## src/include/imu_regs_defs.vh

```
// Register map, field layout, reset values and timing for the IMU slice
`ifndef IMU_REGS_DEFS_VH
`define IMU_REGS_DEFS_VH

`define ADDR_ERR 8'h02
`define ADDR_TEMP_LO 8'h20
`define ADDR_TEMP_HI 8'h21
`define ADDR_FILL_LO 8'h22
`define ADDR_FILL_HI 8'h23
`define ADDR_QPORT 8'h24
`define ADDR_ACCEL_CONFIGURATION 8'h40
`define ADDR_FIFO_CFG0 8'h46
`define ADDR_FIFO_CFG1 8'h47
`define ADDR_INT_STAT 8'h50
`define ADDR_INT_EN 8'h51
`define ADDR_INT_CLR 8'h52
`define ADDR_CMD 8'h7E

`define ACCEL_UNDERSAMPLE_FLAG_BIT 7
`define ACC_BWP_HI 6
`define ACC_BWP_LO 4
`define ACC_ODR_HI 3
`define ACC_ODR_LO 0
`define ACCEL_CONFIGURATION_RST 8'h28
`define FIFO_CFG_RST 8'h00
`define ACC_ODR_MIN 4'h1
`define ACC_ODR_MAX 4'hC
`define ACC_BWP_MAX_FILT 3'h2

`define ERR_CODE_LSB 1
`define ERR_CODE_ACC 4'h1

`define TEMP_ZERO 16'h0000
`define TEMP_INVALID 16'h8000

`define CMD_FIFO_FLUSH 8'hB0
`define CMD_ACC_SUSPEND 8'h10
`define CMD_ACC_NORMAL 8'h11
`define CMD_ACC_LOWPWR 8'h12

`define PMU_SUSPEND 2'b00
`define PMU_NORMAL 2'b01
`define PMU_LOWPWR 2'b10
`define PMU_FASTUP 2'b11

`define IRQ_TEMP 0
`define IRQ_FRAME 1
`define IRQ_ERR 2
`define IRQ_W 3

`define CLK_PERIOD_NS 25
`define TEMP_FAST_MS 10
`define TEMP_SLOW_MS 1280
`define NS_PER_MS 1000000
// Refresh periods in clock cycles: 10 ms and 1.28 s at a 25 ns clock
`define TEMP_FAST_CNT 26'h006_1a80
`define TEMP_SLOW_CNT 26'h30d_4000

`endif

```

## src/frame_tracker.v

```verilog
// Byte position inside the head frame of the queue during burst readout
`default_nettype none

module frame_tracker
(
    input wire i_sys_clk,
    input wire i_rst_b,
    input wire i_rd_port,
    input wire i_burst_end,
    input wire i_flush,
    input wire [3:0] i_head_len,
    output wire [3:0] o_byte_idx,
    output wire o_frame_done
);

reg [3:0] idx_r;
reg [3:0] idx_nxt;
wire last_byte;

// A zero length is taken as one byte so the index can never run away
assign last_byte = (i_head_len == 4'h0) ? 1'b1 :
                   (idx_r == i_head_len - 4'h1);
assign o_frame_done = i_rd_port & last_byte; // RQ9
// Next index, so that a registered copy names the byte the next read takes
assign o_byte_idx = idx_nxt;

always @*
begin
    idx_nxt = idx_r;
    if (i_flush)
        idx_nxt = 4'h0;
    else if (o_frame_done)
        idx_nxt = 4'h0;
    else if (i_burst_end)
        // Partial frame: restart at the header on the next readout
        idx_nxt = 4'h0; // RQ11
    else if (i_rd_port)
        idx_nxt = idx_r + 4'h1;
end

always @(posedge i_sys_clk or negedge i_rst_b)
begin
    if (!i_rst_b)
        idx_r <= 4'h0;
    else
        idx_r <= idx_nxt;
end

endmodule

`default_nettype wire

```

## src/imu_readout_config_regs.v

```verilog
// Temperature, queue readout and accelerometer setup register slice
//
// Our own choice: strobed register access.
`default_nettype none
`include "imu_regs_defs.vh"

// Function
// RQ1: Read-only 16-bit die temperature word at 0x20.
// RQ2: Temperature measurement is off while every sensor is suspended.
// RQ3: Temperature counts as valid only while the gyro reports normal mode.
// RQ4: Signed word, zero is 23 C, 0x8000 marks an invalid reading.
// RQ5: Gyro normal: temperature refreshed every 10 ms.
// RQ6: Gyro suspended or fast power-up: refreshed every 1.28 s.
// RQ7: Read-only queue fill level in bytes, zero when empty.
// RQ8: Fill level clears when fully drained or on a flush command.
// RQ9: Fill level changes only when a whole frame is read or written.
// RQ10: Host bursts at 0x24; the readout address never increments.
// RQ11: A partly read frame is resent whole, header first.
// RQ12: Readout bytes follow the queue configuration registers.
// RQ13: Accel setup byte resets to 0x28; flag bit 7, bandwidth bits 6:4.
// RQ14: Rate code 100/2^(8-code) Hz; 0 and 13-15 reserved.
// RQ15: Bandwidth means filter without undersampling, averaging with it.
// RQ16: Clearing undersampling moves a low-power accel to normal mode.
// RQ17: Low-power command ignored while undersampling is cleared.
// RQ18: A setup lacking a defined bandwidth records an error code.
module imu_readout_config_regs
#(
    parameter [25:0] TEMP_FAST_CYC = `TEMP_FAST_CNT,
    parameter [25:0] TEMP_SLOW_CYC = `TEMP_SLOW_CNT
)
(
    input wire i_sys_clk,
    input wire i_rst_b,
    input wire [7:0] i_addr,
    input wire [7:0] i_wdata,
    input wire i_wr,
    input wire i_rd,
    input wire i_burst_end,
    input wire [15:0] i_temp_sample,
    input wire [1:0] i_gyr_pmu_status,
    input wire i_mag_suspend,
    input wire i_frame_wr,
    input wire [3:0] i_frame_wr_len,
    input wire [3:0] i_head_len,
    input wire [7:0] i_queue_byte,
    output reg [7:0] o_rdata,
    output reg o_irq,
    output reg [1:0] o_acc_pmu_mode,
    output reg [7:0] o_accel_setup_reg,
    output reg [2:0] o_acc_filter_sel,
    output reg [2:0] o_acc_avg_sel,
    output reg o_temp_valid,
    output reg o_queue_flush,
    output reg o_frame_pop,
    output reg [3:0] o_byte_idx,
    output reg [15:0] o_queue_config
);

// Reserved rate codes and a filter-mode bandwidth beyond the table
function conf_illegal;
    input [7:0] conf;
    reg [3:0] odr;
    reg [2:0] bwp;
    begin
        odr = conf[`ACC_ODR_HI:`ACC_ODR_LO];
        bwp = conf[`ACC_BWP_HI:`ACC_BWP_LO];
        conf_illegal = (odr < `ACC_ODR_MIN) || (odr > `ACC_ODR_MAX) ||
            (!conf[`ACCEL_UNDERSAMPLE_FLAG_BIT] && (bwp > `ACC_BWP_MAX_FILT));
    end
endfunction

// Strobe qualified by one register address; shared by every strobe decode
function reg_hit;
    input strobe;
    input [7:0] addr;
    input [7:0] target;
    begin
        reg_hit = strobe && (addr == target);
    end
endfunction

reg [15:0] temp_r;
reg [15:0] temp_nxt;
reg [25:0] tcnt_r;
reg [25:0] tcnt_nxt;
reg [10:0] fill_r;
reg [10:0] fill_nxt;
reg [7:0] accel_configuration_r;
reg [7:0] accel_configuration_nxt;
reg [1:0] acc_pmu_r;
reg [1:0] acc_pmu_nxt;
reg [7:0] qcfg0_r;
reg [7:0] qcfg1_r;
reg [7:0] err_r;
reg [7:0] err_nxt;
reg [`IRQ_W-1:0] int_en_r;
reg [`IRQ_W-1:0] int_stat_r;
reg [`IRQ_W-1:0] int_stat_nxt;
reg [7:0] rdata_nxt;
reg temp_tick;
wire [`IRQ_W-1:0] int_event;
wire [`IRQ_W-1:0] int_clear;
wire all_suspend;
wire gyr_normal;
wire queue_empty;
wire rd_port;
wire frame_done;
wire [3:0] byte_idx;
wire cmd_wr;
wire flush_cmd;
wire conf_wr;
wire conf_bad;
wire [25:0] temp_limit;
wire [2:0] bwp_field;
wire err_rd;
wire qcfg0_wr;
wire qcfg1_wr;
wire en_wr;
wire clr_wr;

assign gyr_normal = (i_gyr_pmu_status == `PMU_NORMAL);
assign all_suspend = (acc_pmu_r == `PMU_SUSPEND) &&
                     (i_gyr_pmu_status == `PMU_SUSPEND) && i_mag_suspend;
assign queue_empty = (fill_r == 11'h000);
// The port address is held for the whole burst, so every read of a non-empty queue advances
assign rd_port = reg_hit(i_rd, i_addr, `ADDR_QPORT) && !queue_empty; // RQ10
assign cmd_wr = reg_hit(i_wr, i_addr, `ADDR_CMD);
assign flush_cmd = cmd_wr && (i_wdata == `CMD_FIFO_FLUSH);
assign conf_wr = reg_hit(i_wr, i_addr, `ADDR_ACCEL_CONFIGURATION);
assign conf_bad = conf_wr && conf_illegal(i_wdata); // RQ18
// Setup field as it stands after this edge, for the output flops
assign bwp_field = accel_configuration_nxt[`ACC_BWP_HI:`ACC_BWP_LO];

// Register strobes
assign err_rd = reg_hit(i_rd, i_addr, `ADDR_ERR);
assign qcfg0_wr = reg_hit(i_wr, i_addr, `ADDR_FIFO_CFG0);
assign qcfg1_wr = reg_hit(i_wr, i_addr, `ADDR_FIFO_CFG1);
assign en_wr = reg_hit(i_wr, i_addr, `ADDR_INT_EN);
assign clr_wr = reg_hit(i_wr, i_addr, `ADDR_INT_CLR);

frame_tracker u_frame_tracker
(
    .i_sys_clk(i_sys_clk),
    .i_rst_b(i_rst_b),
    .i_rd_port(rd_port),
    .i_burst_end(i_burst_end),
    .i_flush(flush_cmd),
    .i_head_len(i_head_len),
    .o_byte_idx(byte_idx),
    .o_frame_done(frame_done)
);

// Temperature refresh timer
// The tick falls on the last count, so a period is exactly the limit
assign temp_limit = gyr_normal ? TEMP_FAST_CYC : TEMP_SLOW_CYC; // RQ5 RQ6

always @*
begin
    tcnt_nxt = tcnt_r + 26'h000_0001;
    temp_tick = 1'b0;
    temp_nxt = temp_r;
    if (all_suspend)
    begin
        // Measurement stops; the word reads as invalid until the first refresh after resuming
        tcnt_nxt = 26'h000_0000;
        temp_nxt = `TEMP_INVALID; // RQ2
    end
    else if (tcnt_r >= temp_limit - 26'h000_0001)
    begin
        tcnt_nxt = 26'h000_0000;
        temp_tick = 1'b1;
        // Sample is already signed, zero at 23 C, 2^-9 K per step
        temp_nxt = i_temp_sample; // RQ4 RQ5 RQ6
    end
end

// Fill level moves in whole frames only
always @*
begin
    fill_nxt = fill_r;
    if (flush_cmd)
        fill_nxt = 11'h000; // RQ8
    else
    begin
        if (i_frame_wr)
            fill_nxt = fill_nxt + {7'h00, i_frame_wr_len}; // RQ7 RQ9
        if (frame_done)
            fill_nxt = fill_nxt - {7'h00, i_head_len}; // RQ8 RQ9
    end
end

// Accelerometer setup and power mode
always @*
begin
    accel_configuration_nxt = accel_configuration_r;
    acc_pmu_nxt = acc_pmu_r;
    if (conf_wr)
        accel_configuration_nxt = i_wdata; // RQ13 RQ14
    if (cmd_wr)
    begin
        case (i_wdata)
            `CMD_ACC_SUSPEND: acc_pmu_nxt = `PMU_SUSPEND;
            `CMD_ACC_NORMAL: acc_pmu_nxt = `PMU_NORMAL;
            `CMD_ACC_LOWPWR:
                if (accel_configuration_r[`ACCEL_UNDERSAMPLE_FLAG_BIT])
                    acc_pmu_nxt = `PMU_LOWPWR; // RQ17
            default: acc_pmu_nxt = acc_pmu_r;
        endcase
    end
    // Low power without undersampling cannot stand; fall back to normal
    if (!accel_configuration_nxt[`ACCEL_UNDERSAMPLE_FLAG_BIT] && (acc_pmu_nxt == `PMU_LOWPWR))
        acc_pmu_nxt = `PMU_NORMAL; // RQ16
end

// Error register: sticky code, cleared by reading it, a new error wins
always @*
begin
    err_nxt = err_r;
    if (err_rd)
        err_nxt = 8'h00;
    if (conf_bad)
        err_nxt[`ERR_CODE_LSB+3:`ERR_CODE_LSB] = `ERR_CODE_ACC; // RQ18
end

// Sticky interrupt status; a set in the clearing cycle survives
assign int_event[`IRQ_TEMP] = temp_tick;
assign int_event[`IRQ_FRAME] = frame_done;
assign int_event[`IRQ_ERR] = conf_bad;
assign int_clear = clr_wr ?
                   i_wdata[`IRQ_W-1:0] : {`IRQ_W{1'b0}};

genvar g;
generate
    for (g = 0; g < `IRQ_W; g = g + 1)
    begin : g_stat
        always @*
        begin
            int_stat_nxt[g] = int_event[g] |
                              (int_stat_r[g] & ~int_clear[g]);
        end
    end
endgenerate

// Read mux; data appear in the cycle after the strobe
always @*
begin
    rdata_nxt = 8'h00;
    if (i_rd)
    begin
        case (i_addr)
            `ADDR_ERR: rdata_nxt = err_r;
            `ADDR_TEMP_LO: rdata_nxt = temp_r[7:0]; // RQ1
            `ADDR_TEMP_HI: rdata_nxt = temp_r[15:8]; // RQ1
            `ADDR_FILL_LO: rdata_nxt = fill_r[7:0]; // RQ7
            `ADDR_FILL_HI: rdata_nxt = {5'h00, fill_r[10:8]}; // RQ7
            // Byte already laid out by the queue per its configuration
            `ADDR_QPORT:
                rdata_nxt = queue_empty ? 8'h00 : i_queue_byte; // RQ12
            `ADDR_ACCEL_CONFIGURATION: rdata_nxt = accel_configuration_r; // RQ13
            `ADDR_FIFO_CFG0: rdata_nxt = qcfg0_r;
            `ADDR_FIFO_CFG1: rdata_nxt = qcfg1_r;
            `ADDR_INT_STAT: rdata_nxt = {5'h00, int_stat_r};
            `ADDR_INT_EN: rdata_nxt = {5'h00, int_en_r};
            default: rdata_nxt = 8'h00;
        endcase
    end
end

always @(posedge i_sys_clk or negedge i_rst_b)
begin
    if (!i_rst_b)
    begin
        temp_r <= `TEMP_INVALID;
        tcnt_r <= 26'h000_0000;
        fill_r <= 11'h000;
        accel_configuration_r <= `ACCEL_CONFIGURATION_RST;
        acc_pmu_r <= `PMU_SUSPEND;
        qcfg0_r <= `FIFO_CFG_RST;
        qcfg1_r <= `FIFO_CFG_RST;
        err_r <= 8'h00;
        int_en_r <= {`IRQ_W{1'b0}};
        int_stat_r <= {`IRQ_W{1'b0}};
    end
    else
    begin
        temp_r <= temp_nxt;
        tcnt_r <= tcnt_nxt;
        fill_r <= fill_nxt;
        accel_configuration_r <= accel_configuration_nxt;
        acc_pmu_r <= acc_pmu_nxt;
        if (qcfg0_wr)
            qcfg0_r <= i_wdata; // RQ12
        if (qcfg1_wr)
            qcfg1_r <= i_wdata; // RQ12
        err_r <= err_nxt;
        if (en_wr)
            int_en_r <= i_wdata[`IRQ_W-1:0];
        int_stat_r <= int_stat_nxt;
    end
end

// Output flops
always @(posedge i_sys_clk or negedge i_rst_b)
begin
    if (!i_rst_b)
    begin
        o_rdata <= 8'h00;
        o_irq <= 1'b0;
        o_acc_pmu_mode <= `PMU_SUSPEND;
        o_accel_setup_reg <= `ACCEL_CONFIGURATION_RST;
        o_acc_filter_sel <= 3'h0;
        o_acc_avg_sel <= 3'h0;
        o_temp_valid <= 1'b0;
        o_queue_flush <= 1'b0;
        o_frame_pop <= 1'b0;
        o_byte_idx <= 4'h0;
        o_queue_config <= {`FIFO_CFG_RST, `FIFO_CFG_RST};
    end
    else
    begin
        o_rdata <= rdata_nxt;
        o_irq <= |(int_stat_nxt & int_en_r);
        o_acc_pmu_mode <= acc_pmu_nxt;
        o_accel_setup_reg <= accel_configuration_nxt;
        // Only one reading of the bandwidth field is active at a time
        if (accel_configuration_nxt[`ACCEL_UNDERSAMPLE_FLAG_BIT])
        begin
            o_acc_filter_sel <= 3'h0;
            o_acc_avg_sel <= bwp_field; // RQ15
        end
        else
        begin
            o_acc_filter_sel <= bwp_field; // RQ15
            o_acc_avg_sel <= 3'h0;
        end
        o_temp_valid <= gyr_normal && !all_suspend; // RQ3
        o_queue_flush <= flush_cmd; // RQ8
        o_frame_pop <= frame_done;
        // The queue looks its byte up from this index without a register,
        // so it must name the byte that the next read takes
        o_byte_idx <= flush_cmd ? 4'h0 : byte_idx; // RQ11
        o_queue_config <= {qcfg1_r, qcfg0_r};
    end
end

endmodule

`default_nettype wire

```

## config.mk

```make
export PLATFORM = sky130hd
export DESIGN_NAME = imu_readout_config_regs
export DESIGN_NICKNAME = d
export VERILOG_FILES = /design/src/frame_tracker.v /design/src/imu_readout_config_regs.v
export VERILOG_INCLUDE_DIRS = /design/src /design/src/include
export SDC_FILE = /design/constraint.sdc
export NUM_CORES = 1
export LEC_CHECK = 0
export BUFFER_PORTS_ARGS = -buffer_cell sky130_fd_sc_hd__buf_2
export CAP_MARGIN = 20
export CORE_ASPECT_RATIO = 1.1
export CORE_MARGIN = 10
export CORE_UTILIZATION = 55
export CTS_BUF_LIST = sky130_fd_sc_hd__clkbuf_16
export DETAILED_ROUTE_END_ITERATION = 6
export GPL_ROUTABILITY_DRIVEN = 0
export PLACE_DENSITY = 0.9
export SKIP_CTS_REPAIR_TIMING = 1
export SLEW_MARGIN = 20
export SYNTH_ARGS = -nofsm -noshare
export SYNTH_HDL_FRONTEND = slang
export SYNTH_SLANG_ARGS = --single-unit
```

## constraint.sdc

```tcl
create_clock -name i_sys_clk -period 9.7 [get_ports i_sys_clk]
set_input_delay 1.455 -clock i_sys_clk [delete_from_list [all_inputs] [get_ports i_sys_clk]]
set_output_delay 1.455 -clock i_sys_clk [all_outputs]
set_load 0.1 [all_outputs]
```

==> flow_metrics.env <==
export IMPL_status="complete, no violations"
export IMPL_cts_buffer_depth=2
export IMPL_fillers=883
export IMPL_first_global_vias=5608
export IMPL_slew_violations=0
export IMPL_final_util_pct=66.2
export IMPL_cts_sinks=124
export IMPL_ir_worst_vdd_uv=127
export IMPL_postRouteAntennaNets=0
export IMPL_top_register="tcnt_r"
export IMPL_crit_fanout=34
export IMPL_die_y_microns=136
export IMPL_synthDominantCellAreaShare_pct=45.2
export IMPL_post_drt_wl_per_cell_microns=20.0
export IMPL_synth_avg_cell_area_sq_um=10.0
export IMPL_cts_root_buf="clkbuf_16"
export IMPL_multiInputGateArea_sq_um=3370
export IMPL_gr_total_overflow=0
export IMPL_drtPass1Iterations=5
export IMPL_vias=5723
export IMPL_synth_flop_cell="dfrtp_1"
export IMPL_fin_crit_sh_pct=45.0
export IMPL_crit_required_ns=9.96
export IMPL_drt_wl_total_microns=18500
export IMPL_crit_path_cell_trace="buf_2, and2b_1, clkinv_1, ha_1, nand4_1, a2111oi_0, nand4b_1, o221ai_2, buf_4, nand2b_1, nor2_1"
export IMPL_post_synth_main_area_contributors="dfrtp_1 (45%), mux2_2 (4.7%), nor2_1 (3.4%)"
export IMPL_gr_usage_all_layers_pct=21.2
export IMPL_syn_nets=741
export IMPL_maxCapViolCount=0
export IMPL_cts_htree_levels=4
export IMPL_final_common_cell="dfrtp_1"
export IMPL_grt_first_pass_wirelength_microns=29200
export IMPL_synth_edf_count=0
export IMPL_power_density_nw_per_um2=214
export IMPL_p_leak_nw=3.73
export IMPL_synthArstFlopShare_pct=100
export IMPL_worstSetupPathType="in2reg"
export IMPL_cp_end_kind="flip-flop"
export IMPL_antenna_found_initial=1
export IMPL_min_period_ns=4.36
export IMPL_finalHoldViolCount=0
export IMPL_fin_worst_skew_ns=0.00798
export IMPL_regArea_sq_um=3110
export IMPL_layout_common_cells="dfrtp_1 (121), buf_2 (103), nor2_1 (61)"
export IMPL_fin_setup_tns_ns=0
export IMPL_fmaxAchievable_ghz=0.229
export IMPL_synth_area_sq_um=6700
export IMPL_yosysWarnings=0
export IMPL_yosysTopAreaCell="dfrtp_1"
export IMPL_area_delta_synth_final_pct=18.4
export IMPL_cts_tree="yes"
export IMPL_clock_latency_ns=0.42
export IMPL_seqPwrFrac_pct=36.5
export IMPL_finish_net_count=831
export IMPL_yosysUniqueCellTypes=80
export IMPL_drive_above_1_share_pct=25.6
export IMPL_initial_core_util_pct=55.9
export IMPL_critPathBufInv=3
export IMPL_diodes=0
export IMPL_sw_frac_of_total_pct=33.5
export IMPL_largestRegisters="tcnt_r: 26 flops, o_queue_config: 16 flops, temp_r: 16 flops"
export IMPL_internal_power_mw=1.13
export IMPL_slowest_stage="nand2b_1"
export IMPL_grt_max_degree=71
export IMPL_largest_register_ffs=26
export IMPL_yosys_register_bits=124
export IMPL_synth_seq_area_share_pct=46.4
export IMPL_dieArea_sq_um=17000
export IMPL_port_buffers=104
export IMPL_pwr_share_clk_pct=39.8
export IMPL_switching_power_uw=567
export IMPL_routed_via_density=6.17
export IMPL_numCtsBuffers=17
export IMPL_chipWidth_microns=125
export IMPL_num_rows=42
export IMPL_max_stage_delay_ns=0.77
export IMPL_drt_iter0_markers=682
export IMPL_tightest_slew_ns=1.17
export IMPL_ioPinCount=105
export IMPL_syn_inst=670
export IMPL_worstPathArrival_ns=4.63
export IMPL_coreArea_sq_um=12000
export IMPL_hpwlAfterDp_microns=13200
export IMPL_maxSlewHeadroom_pct=21.0
export IMPL_drc_errors=0
export IMPL_setup_violations_final=0
export IMPL_pwr_share_comb_pct=23.6
export IMPL_grt_setup_unrepaired="no"
export IMPL_clkTransAtPathRegs_ns=0.06
export IMPL_startpoint_type="input pin"
export IMPL_hp_class="reg2reg"
export IMPL_cpLargestDelayFamily="simple AND/OR/NAND/NOR gates"
==> per-layer routing <==
| metal | vias up | wire, microns | GRT usage (%) |
|---|---|---|---|
| li1 | 2604 | - | - |
| met1 | 2727 | 7040 | 24.8 |
| met2 | 335 | 9340 | 36.4 |
| met3 | 55 | 1600 | 5.40 |
| met4 | 2 | 557 | 8.90 |
| met5 | - | 11 | 0 |
==> power groups by stage <==
stage	clock network [mW]	logic (mW)	registers (mW)
floorplan	0	0.281	0.636
global placement	0	0.376	0.622
detailed placement	0	0.389	0.624
CTS	0.678	0.395	0.615
global route	0.700	0.435	0.623
finish	0.675	0.400	0.618
==> stage by stage <==
step           cells  total power, mW  worst slack [ns]  cell area, sq um  hold WS [ns]
6_report         927             1.69              5.34              7930         0.398
3_3_place_gp     894            0.998              5.17              7290         0.383
2_1_floorplan    670            0.917              5.50              6700         0.368
3_5_place_dp     894             1.01              4.96              7290         0.388
4_1_cts          926             1.69              5.39              7910         0.395
5_1_grt          927             1.76              4.98              7930         0.414
==> area by class of cell <==
cell class / count / share of cell area [%]
clock buffers: 17 / 5.37
flip-flops and latches: 124 / 39.2
multi-input cells: 489 / 42.5
clock inverters: 15 / 2.51
well taps: 154 / 2.43
repair buffers: 108 / 7.07
inverters: 20 / 0.947
==> cell families (layout without fill, tap and decap cells) <==
logic type	Yosys count	after routing	share of synthesized area, %
compound gates	132	132	14.4
xor+xnor	42	42	5.72
buf+inv	57	160	3.51
simple gates	260	260	20.5
mux	41	41	6.72
flops	124	124	46.4
fa+ha+maj	14	14	2.84
==> cells in the mapped netlist, types with 3 or more instances <==
cell / number
a22oi_1: 10
o211ai_1: 3
a31oi_1: 6
nor2_1: 61
mux2_2: 28
nand3b_1: 4
clkbuf_1: 22
nand3_1: 38
nor3_1: 15
xor2_1: 20
a21oi_1: 17
nand2_1: 59
ha_1: 12
dfrtp_1: 121
nand4_1: 12
o21a_1: 3
buf_2: 11
dfstp_2: 3
and3_1: 10
inv_1: 18
a22o_1: 8
and4_1: 5
nor2b_1: 9
nand2b_1: 7
o21ai_0: 38
mux2i_1: 12
a211oi_1: 10
nor4b_1: 6
and2_1: 4
xnor2_1: 21
a32oi_1: 3
a221oi_1: 7
o22ai_1: 3
nor4_1: 7
==> worst paths after layout <==
check                                    startpoint            endpoint  slack, ns  depth (start not counted)
worst max-delay path            i_gyr_pmu_status[1]          tcnt_r[23]       5.34                         11
worst min-delay path                     qcfg1_r[5]  o_queue_config[13]       0.40                          0
worst max register to register            fill_r[0]           fill_r[9]       6.23                         13
worst min register to register           qcfg1_r[5]  o_queue_config[13]       0.40                          0
max in group asynchronous                   i_rst_b           tcnt_r[9]       7.31                          2
min in group asynchronous                   i_rst_b          o_rdata[6]       1.07                          1
No activity file was read; power rests on OpenSTA's default activity.
